$ cat config.mk
export PLATFORM = sky130hd
export DESIGN_NAME = external_bus_ctrl
export DESIGN_NICKNAME = d
export VERILOG_FILES = /design/src/hw/ebc_pkg.sv /design/src/hw/window_address_decoder.sv /design/src/hw/external_bus_ctrl.sv
export SDC_FILE = /design/constraint.sdc
export NUM_CORES = 1
export LEC_CHECK = 0
export ABC_AREA = 0
export BUFFER_PORTS_ARGS = -buffer_cell sky130_fd_sc_hd__buf_2
export CAP_MARGIN = 20
export CORE_ASPECT_RATIO = 1.75
export CORE_MARGIN = 3
export CORE_UTILIZATION = 30
export DETAILED_ROUTE_END_ITERATION = 8
export HOLD_SLACK_MARGIN = 0.12
export PLACE_DENSITY = 0.49
export SYNTH_ARGS = -nofsm -noshare
export SYNTH_HDL_FRONTEND = slang
export SYNTH_HIERARCHICAL = 1
export SYNTH_SLANG_ARGS = --single-unit
export TNS_END_PERCENT = 50
$ cat constraint.sdc
create_clock -name i_clk -period 19.6 [get_ports i_clk]
set_input_delay 3.92 -clock i_clk [delete_from_list [all_inputs] [get_ports i_clk]]
set_output_delay 3.92 -clock i_clk [all_outputs]
set_load 0.005 [all_outputs]
$ cat src/hw/ebc_pkg.sv
// Shared types and constants for the external bus controller.
package ebc_pkg;

	localparam int ADDR_W = 24;
	localparam int DATA_W = 16;
	localparam int NUM_WIN = 4;
	localparam int NUM_REGION = NUM_WIN + 1;
	localparam int HIT_W = 3;
	localparam int WIN_BASE_W = 12;
	localparam int SEG_FIRST = 16;
	localparam int SEG_TOP = 23;
	localparam int REF_HALF_DEF = 1;

	localparam logic [15:0] LANE8_MASK = 16'h00FF;
	localparam logic [15:0] LANE16_MASK = 16'hFFFF;
	localparam logic [23:0] LOW8_COVER = 24'h0000FF;
	localparam logic [23:0] LOW16_COVER = 24'h00FFFF;
	localparam logic [11:0] WIN_FULL_MASK = 12'hFFF;
	localparam logic [4:0] CS_NONE = 5'h1F;
	localparam logic [4:0] CS_ONE = 5'h01;
	localparam logic [23:0] ADDR_RST = 24'h000000;
	localparam logic [15:0] DATA_RST = 16'h0000;
	localparam logic [3:0] CNT_RST = 4'h0;

	typedef struct packed {
		logic enable;
		logic [11:0] base;
		logic [3:0] size;
	} window_address_select_t;

	typedef struct packed {
		logic [1:0] addr_cycles;
		logic [3:0] cmd_cycles;
		logic [1:0] recov_cycles;
	} region_timing_config_t;

	typedef struct packed {
		logic ready_en;
		logic ready_high;
		logic bus16;
		logic muxed;
		logic cs_en;
	} region_function_config_t;

	typedef struct packed {
		logic we;
		logic internal;
		logic [23:0] addr;
		logic [15:0] wdata;
	} access_t;

	typedef struct packed {
		logic sel;
		logic we;
		logic [23:0] addr;
		logic [15:0] wdata;
	} ipb_req_t;

	typedef enum logic [1:0] {
		ST_IDLE = 2'h0,
		ST_ADDR = 2'h1,
		ST_CMD = 2'h3,
		ST_RECOV = 2'h2
	} bus_state_t;

endpackage : ebc_pkg

$ cat src/hw/window_address_decoder.sv
// Priority decode of the four address windows.
`timescale 1ns/1ps
`default_nettype none

module window_address_decoder
(
	input wire logic [23:0] i_addr,
	input var ebc_pkg::window_address_select_t i_win [ebc_pkg::NUM_WIN],
	output logic [3:0] o_match,
	output logic [2:0] o_hit
);

	////////////////////////////////////////////////////////////////////////
	for (genvar w = 0; w < ebc_pkg::NUM_WIN; w++)
	begin : g_win
		logic [11:0] size_mask;
		assign size_mask = ebc_pkg::WIN_FULL_MASK << i_win[w].size;
		assign o_match[w] = i_win[w].enable &&
			(((i_addr[23:12] ^ i_win[w].base) & size_mask) == 12'h000);
	end

	// The highest numbered hit wins, so four beats three and two beats one.
	always_comb
	begin
		o_hit = 3'h0;
		for (int k = 0; k < ebc_pkg::NUM_WIN; k++)
		begin
			if (o_match[k])
			begin
				o_hit = 3'(k + 1);
			end
		end
	end

endmodule : window_address_decoder

`default_nettype wire

$ cat src/hw/external_bus_ctrl.sv
// External bus controller: access sequencing, region timing and pin drive.
`timescale 1ns/1ps
`default_nettype none

////////////////////////////////////////////////////////////////////////////
// How it works
// - Single-chip mode drives no pins but the reference clock out; external bus mode uses width and muxing.
// - Driven address bits are programmable from zero to twenty-four.
// - Data bus width is eight or sixteen bits per region.
// - Multiplexed regions share address and data lines; demultiplexed do not.
// - Demultiplexed regions drive low address bits on dedicated lines.
// - Active segment lines are selectable; unused lines stay released.
// - One chip select per window plus default; only the hit one asserts.
// - Each region has its own timing and function configuration.
// - A ready input with selectable polarity stretches accesses.
// - Up to four address windows, each with its own bus characteristics.
// - Window four beats three, window two beats one when overlapping.
// - Addresses outside all windows use the default region configuration.
// - Bus timing after the start of an access follows the rising edge of the reference clock out.
// - Bus mode is switched per access by the window that is hit.
// - Internal peripheral bus accesses run the same sequence as external ones.
////////////////////////////////////////////////////////////////////////////

module external_bus_ctrl
#(
	parameter int REF_HALF = ebc_pkg::REF_HALF_DEF
)
(
	input wire logic i_clk,
	input wire logic i_rst_b,
	input wire logic i_single_chip,
	input wire logic [4:0] i_addr_width,
	input wire logic [2:0] i_seg_lines,
	input var ebc_pkg::window_address_select_t i_window_address_select [ebc_pkg::NUM_WIN],
	input var ebc_pkg::region_timing_config_t i_region_timing_config [ebc_pkg::NUM_WIN],
	input var ebc_pkg::region_function_config_t i_region_function_config [ebc_pkg::NUM_WIN],
	input var ebc_pkg::region_timing_config_t i_default_region_timing_config,
	input var ebc_pkg::region_function_config_t i_default_region_function_config,
	input wire logic i_req,
	input var ebc_pkg::access_t i_access,
	output logic o_busy,
	output logic o_ack,
	output logic o_err,
	output logic [15:0] o_rdata,
	output logic o_bus_reference_clock_out,
	output logic o_ale,
	output logic o_rd_b,
	output logic o_wr_b,
	output logic [4:0] o_cs_b,
	output logic [23:0] o_addr,
	output logic [23:0] o_addr_oe,
	output logic [15:0] o_ad,
	output logic [15:0] o_ad_oe,
	input wire logic [15:0] i_ad,
	input wire logic i_ready,
	output var ebc_pkg::ipb_req_t o_internal_peripheral_bus,
	input wire logic [15:0] i_internal_peripheral_bus_rdata,
	input wire logic i_internal_peripheral_bus_ready
);

	logic rst_meta;
	logic rst_n;
	logic ready_meta;
	logic ready_sync;
	logic [15:0] ad_meta;
	logic [15:0] ad_sync;
	logic [7:0] div_cnt;
	logic [7:0] next_div_cnt;
	logic next_ref;
	logic ref_rise;
	ebc_pkg::bus_state_t state;
	ebc_pkg::bus_state_t next_state;
	logic [3:0] cnt;
	logic [3:0] next_cnt;
	ebc_pkg::access_t cur;
	ebc_pkg::access_t next_cur;
	ebc_pkg::region_timing_config_t cur_t;
	ebc_pkg::region_timing_config_t next_cur_t;
	ebc_pkg::region_function_config_t cur_f;
	ebc_pkg::region_function_config_t next_cur_f;
	logic [2:0] cur_hit;
	logic [2:0] next_cur_hit;
	logic [4:0] cur_width;
	logic [4:0] next_cur_width;
	logic next_busy;
	logic next_ack;
	logic next_err;
	logic [15:0] next_rdata;
	logic next_ale;
	logic next_rd_b;
	logic next_wr_b;
	logic [4:0] next_cs_b;
	logic [23:0] next_addr;
	logic [23:0] next_addr_oe;
	logic [15:0] next_ad;
	logic [15:0] next_ad_oe;
	ebc_pkg::ipb_req_t next_ipb;
	logic [3:0] dec_match;
	logic [2:0] dec_hit;
	ebc_pkg::region_timing_config_t all_t [ebc_pkg::NUM_REGION];
	ebc_pkg::region_function_config_t all_f [ebc_pkg::NUM_REGION];
	ebc_pkg::region_timing_config_t sel_t;
	ebc_pkg::region_function_config_t sel_f;
	logic [23:0] drive_mask;
	logic [15:0] cur_lane;
	logic ready_ok;

	////////////////////////////////////////////////////////////////////////
	// Reset release and pin synchronisers.
	always_ff @(posedge i_clk or negedge i_rst_b)
	begin
		if (!i_rst_b)
		begin
			rst_meta <= 1'b0;
			rst_n <= 1'b0;
		end
		else
		begin
			rst_meta <= 1'b1;
			rst_n <= rst_meta;
		end
	end

	// Read data passes two flops, so it must be stable two clocks early.
	always_ff @(posedge i_clk or negedge rst_n)
	begin
		if (!rst_n)
		begin
			ready_meta <= 1'b0;
			ready_sync <= 1'b0;
			ad_meta <= ebc_pkg::DATA_RST;
			ad_sync <= ebc_pkg::DATA_RST;
		end
		else
		begin
			ready_meta <= i_ready;
			ready_sync <= ready_meta;
			ad_meta <= i_ad;
			ad_sync <= ad_meta;
		end
	end

	////////////////////////////////////////////////////////////////////////
	// Reference clock divider; all phase changes but the start from idle coincide with its rise.
	always_comb
	begin
		ref_rise = (div_cnt == 8'(REF_HALF - 1)) && !o_bus_reference_clock_out;
		next_div_cnt = div_cnt + 8'h01;
		next_ref = o_bus_reference_clock_out;
		if (div_cnt == 8'(REF_HALF - 1))
		begin
			next_div_cnt = 8'h00;
			next_ref = !o_bus_reference_clock_out;
		end
	end

	always_ff @(posedge i_clk or negedge rst_n)
	begin
		if (!rst_n)
		begin
			div_cnt <= 8'h00;
			o_bus_reference_clock_out <= 1'b0;
		end
		else
		begin
			div_cnt <= next_div_cnt;
			o_bus_reference_clock_out <= next_ref;
		end
	end

	////////////////////////////////////////////////////////////////////////
	// Region selection.
	window_address_decoder u_dec
	(
		.i_addr(i_access.addr),
		.i_win(i_window_address_select),
		.o_match(dec_match),
		.o_hit(dec_hit)
	);

	always_comb
	begin
		all_t[0] = i_default_region_timing_config;
		all_f[0] = i_default_region_function_config;
		for (int k = 0; k < ebc_pkg::NUM_WIN; k++)
		begin
			all_t[k + 1] = i_region_timing_config[k];
			all_f[k + 1] = i_region_function_config[k];
		end
		sel_t = all_t[dec_hit];
		sel_f = all_f[dec_hit];
	end

	// Segment lines above the selected count are left free for other use.
	for (genvar i = 0; i < ebc_pkg::ADDR_W; i++)
	begin : g_mask
		if (i < ebc_pkg::SEG_FIRST || i >= ebc_pkg::SEG_TOP)
		begin : g_plain
			assign drive_mask[i] = 5'(i) < i_addr_width;
		end
		else
		begin : g_seg
			assign drive_mask[i] = (5'(i) < i_addr_width) &&
				(3'(i - ebc_pkg::SEG_FIRST) < i_seg_lines);
		end
	end

	assign cur_lane = cur_f.bus16 ? ebc_pkg::LANE16_MASK : ebc_pkg::LANE8_MASK;
	assign ready_ok = cur.internal ? i_internal_peripheral_bus_ready :
		(!cur_f.ready_en || (ready_sync == cur_f.ready_high));

	////////////////////////////////////////////////////////////////////////
	// Access sequencer.
	always_comb
	begin
		next_state = state;
		next_cnt = cnt;
		next_cur = cur;
		next_cur_t = cur_t;
		next_cur_f = cur_f;
		next_cur_hit = cur_hit;
		next_cur_width = cur_width;
		next_busy = o_busy;
		next_ack = 1'b0;
		next_err = 1'b0;
		next_rdata = o_rdata;
		next_ale = o_ale;
		next_rd_b = o_rd_b;
		next_wr_b = o_wr_b;
		next_cs_b = o_cs_b;
		next_addr = o_addr;
		next_addr_oe = o_addr_oe;
		next_ad = o_ad;
		next_ad_oe = o_ad_oe;
		next_ipb = o_internal_peripheral_bus;
		case (state)
			ebc_pkg::ST_IDLE:
			begin
				if (i_req && !i_access.internal && i_single_chip)
				begin
					next_ack = 1'b1;
					next_err = 1'b1;
				end
				else if (i_req)
				begin
					next_state = ebc_pkg::ST_ADDR;
					next_busy = 1'b1;
					next_cur = i_access;
					next_cur_t = sel_t;
					next_cur_f = sel_f;
					next_cur_hit = dec_hit;
					next_cur_width = i_addr_width;
					next_cnt = {2'b00, sel_t.addr_cycles};
					if (i_access.internal)
					begin
						next_ipb = {1'b1, i_access.we, i_access.addr,
							i_access.wdata};
					end
					else
					begin
						next_ale = 1'b1;
						next_addr = i_access.addr;
						next_addr_oe = sel_f.muxed ? drive_mask & ~(sel_f.bus16 ?
							ebc_pkg::LOW16_COVER : ebc_pkg::LOW8_COVER) :
							drive_mask;
						next_ad = sel_f.muxed ? i_access.addr[15:0] &
							drive_mask[15:0] : ebc_pkg::DATA_RST;
						next_ad_oe = sel_f.muxed ? drive_mask[15:0] &
							(sel_f.bus16 ? ebc_pkg::LANE16_MASK :
							ebc_pkg::LANE8_MASK) : ebc_pkg::DATA_RST;
						next_cs_b = sel_f.cs_en ? ~(ebc_pkg::CS_ONE << dec_hit) :
							ebc_pkg::CS_NONE;
					end
				end
			end
			ebc_pkg::ST_ADDR:
			begin
				if (ref_rise && cnt != ebc_pkg::CNT_RST)
				begin
					next_cnt = cnt - 4'h1;
				end
				else if (ref_rise)
				begin
					next_state = ebc_pkg::ST_CMD;
					next_cnt = cur_t.cmd_cycles;
					next_ale = 1'b0;
					if (!cur.internal)
					begin
						next_rd_b = cur.we;
						next_wr_b = !cur.we;
						next_ad = cur.wdata & cur_lane;
						next_ad_oe = cur.we ? cur_lane : ebc_pkg::DATA_RST;
					end
				end
			end
			ebc_pkg::ST_CMD:
			begin
				if (ref_rise && cnt != ebc_pkg::CNT_RST)
				begin
					next_cnt = cnt - 4'h1;
				end
				else if (ref_rise && ready_ok)
				begin
					next_state = ebc_pkg::ST_RECOV;
					next_cnt = {2'b00, cur_t.recov_cycles};
					next_rd_b = 1'b1;
					next_wr_b = 1'b1;
					next_ipb.sel = 1'b0;
					next_rdata = cur.internal ? i_internal_peripheral_bus_rdata :
						ad_sync & cur_lane;
				end
			end
			ebc_pkg::ST_RECOV:
			begin
				if (ref_rise && cnt != ebc_pkg::CNT_RST)
				begin
					next_cnt = cnt - 4'h1;
				end
				else if (ref_rise)
				begin
					next_state = ebc_pkg::ST_IDLE;
					next_busy = 1'b0;
					next_ack = 1'b1;
					next_cs_b = ebc_pkg::CS_NONE;
					next_addr_oe = ebc_pkg::ADDR_RST;
					next_ad_oe = ebc_pkg::DATA_RST;
				end
			end
			default:
			begin
				next_state = ebc_pkg::ST_IDLE;
			end
		endcase
	end

	always_ff @(posedge i_clk or negedge rst_n)
	begin
		if (!rst_n)
		begin
			state <= ebc_pkg::ST_IDLE;
			cnt <= ebc_pkg::CNT_RST;
			cur <= '0;
			cur_t <= '0;
			cur_f <= '0;
			cur_hit <= 3'h0;
			cur_width <= 5'h00;
			o_busy <= 1'b0;
			o_ack <= 1'b0;
			o_err <= 1'b0;
			o_rdata <= ebc_pkg::DATA_RST;
			o_ale <= 1'b0;
			o_rd_b <= 1'b1;
			o_wr_b <= 1'b1;
			o_cs_b <= ebc_pkg::CS_NONE;
			o_addr <= ebc_pkg::ADDR_RST;
			o_addr_oe <= ebc_pkg::ADDR_RST;
			o_ad <= ebc_pkg::DATA_RST;
			o_ad_oe <= ebc_pkg::DATA_RST;
			o_internal_peripheral_bus <= '0;
		end
		else
		begin
			state <= next_state;
			cnt <= next_cnt;
			cur <= next_cur;
			cur_t <= next_cur_t;
			cur_f <= next_cur_f;
			cur_hit <= next_cur_hit;
			cur_width <= next_cur_width;
			o_busy <= next_busy;
			o_ack <= next_ack;
			o_err <= next_err;
			o_rdata <= next_rdata;
			o_ale <= next_ale;
			o_rd_b <= next_rd_b;
			o_wr_b <= next_wr_b;
			o_cs_b <= next_cs_b;
			o_addr <= next_addr;
			o_addr_oe <= next_addr_oe;
			o_ad <= next_ad;
			o_ad_oe <= next_ad_oe;
			o_internal_peripheral_bus <= next_ipb;
		end
	end
endmodule : external_bus_ctrl

`default_nettype wire

==> flow_metrics.tcl <==
set metrics [dict create \
    pre_cts_ws_ns 11.31 \
    syn-cell-area_mm2 0.01055 \
    die_w_um 147.8 \
    cts_max_level 1 \
    ant_nets 0 \
    worst-r2r-setup-slack_ns 16.49 \
    setup.worst_path.end_class "register" \
    hpwl_mm 28.94 \
    rows 90 \
    grt_pass1_vias 9014 \
    synth_nets 1131 \
    p_leak_nw 6.539 \
    critPathLaunchType "input pin" \
    port-buffer-count 370 \
    hold_violations 0 \
    dpl.cell_count 1695 \
    start_util_pct 30.51 \
    cts_buffers 24 \
    multiInputGateArea_mm2 0.004546 \
    setup_viol 0 \
    synth.avg_cell_area_um2 11.69 \
    ir_drop_mv 0.09296 \
    regToRegStartpoint "cnt[0]" \
    path_max_fanout 19 \
    final_cells 1745 \
    num_vias 8556 \
    pin_count 371 \
    final_layout_size_suffix_gt1_share_pct 44.17 \
    overflow 0 \
    routed_wirelength_mm 37.37 \
    hold_buffers 0 \
    clockBufferDepth 3 \
    r2r_end "o_ad_oe[0]" \
    core-area_mm2 0.03457 \
    regArea_mm2 0.005693 \
    worstSetupPathType "input pin to register" \
    worstPathRequired_ns 19.98 \
    tightest_slew_ns 1.019 \
    power_density_mw_per_mm2 144.0 \
    cts_resized 0 \
    syn_inst 902 \
    grt_pass1_wl_mm 55.08 \
    die_h_um 254.1 \
    slew_viol_final 0 \
    fin_tns_setup_ns 0 \
    area_growth_pct 30.59 \
    startpoint "i_access[29]" \
    drt-initial-drc-count 375 \
    cts_tree "yes" \
    antenna_found_initial 10 \
    status "completed" \
    final.period_utilization_pct 39.24 \
    first_pass_iters 4 \
    rr_worst_depth 7 \
    yosysWarnings 6 \
    cap_violations 0 \
    post_cts_buffers 0 \
    fmax_mhz 130.0 \
    rsz0062_at_grt "false" \
    skew_ns 0.01538 \
    grtUsageTotal_pct 19.11 \
    fin_ws_ns 11.91 \
    finish.net_count 1490 \
    grt_max_degree 70 \
    wl_per_cell_um 21.42 \
    path_clk_slew_ns 0.06 \
    fillCellCount 3459 \
    hold_class "register to async pin" \
    cts_root_buf "clkbuf_16" \
    relSlewSlack_pct 32.09 \
    die-area_mm2 0.03754 \
    gp_congestion 0.8707 \
    cp.arrival_ns 8.07 \
    holdWs_ns 0.3066 \
    total_power_mw 1.984 \
    period_needed_ns 7.691 \
    clk-insertion-delay-late_ns 0.54 \
    cts_sinks 227 \
    drc 0 \
    vias_per_cell 4.903 \
]
## per-stage QoR
step | util, % | area [um^2]
2_1_floorplan | - | 10550
4_1_cts | 39.79 | 13760
3_5_place_dp | 37.38 | 12920
6_report | 39.85 | 13780
3_3_place_gp | 37.22 | 12870
5_1_grt | 39.84 | 13770
## critical path, stage by stage
cell,delay (ns)
buf_2,0.19
xnor2_1,0.15
o21a_1,0.14
o21ai_0,0.08
a2111oi_0,0.53
o2111a_1,0.59
a21oi_2,0.31
nor3b_2,0.78
nand2_1,0.14
nand3_2,0.23
a21boi_0,0.77
o21ai_0,0.21
## cell usage in the layout, fill, tap and decap left out, types with 5 or more instances in the layout
master,n
nor3_1,14
o21ai_1,18
mux2_2,98
nor2_1,54
dfrtp_1,219
nand3_1,8
clkbuf_8,6
dfstp_2,7
mux2i_1,13
nand2_1,52
inv_1,40
mux4_2,10
buf_4,7
a211oi_1,6
o22a_1,18
ha_1,8
a22oi_1,17
a32oi_1,7
buf_2,370
diode_2,8
xnor2_1,34
nor2b_1,5
o21ai_0,33
clkbuf_16,24
or2_2,9
a32o_1,16
o31ai_1,8
a21oi_1,52
xor2_1,21
## flip-flops by register name (all words and copies together), names as in the netlist, 2 cells and up
signal,cells
ad_sync,16
cnt,4
o_internal_peripheral_bus,42
cur_t,6
o_ad,16
o_cs_b,5
o_ad_oe,16
o_addr,24
o_rdata,16
o_addr_oe,24
state,2
div_cnt,8
ad_meta,16
cur,18
cur_f,3
## layer usage
layer	GRT usage (%)	up-vias	routed length [um]
met5	0	-	41
met4	7.465	6	1314
met3	3.604	67	1940
met2	35.36	236	20090
met1	21.57	4276	13980
li1	-	3971	-
## worst max-delay path by stage
stage	to	slack [ns]	cells past startpoint
after floorplan	o_ad[5]	12.78	13
after global routing	o_addr_oe[8]	11.65	12
final	o_addr_oe[8]	11.91	12
after detailed placement	o_addr_oe[11]	11.31	12
after global placement	o_addr_oe[11]	11.50	12
after CTS	o_addr_oe[8]	11.88	12
## final cells by class
cell class	count	share of cell area, %
tap	460	4.178
antenna	8	0.1453
multi-input combinational	589	33.00
sequential	227	41.33
timing repair buffer	379	14.22
inverter	40	1.090
clock inverter	8	0.9718
clock buffer	34	5.068
## report_power, final
group          internal [mW]  switching [mW]  total, mW
Clock                  0.288           0.194      0.482
Sequential             0.646           0.103      0.749
Combinational          0.360           0.394      0.753
Power figures use the tool's default switching activity.
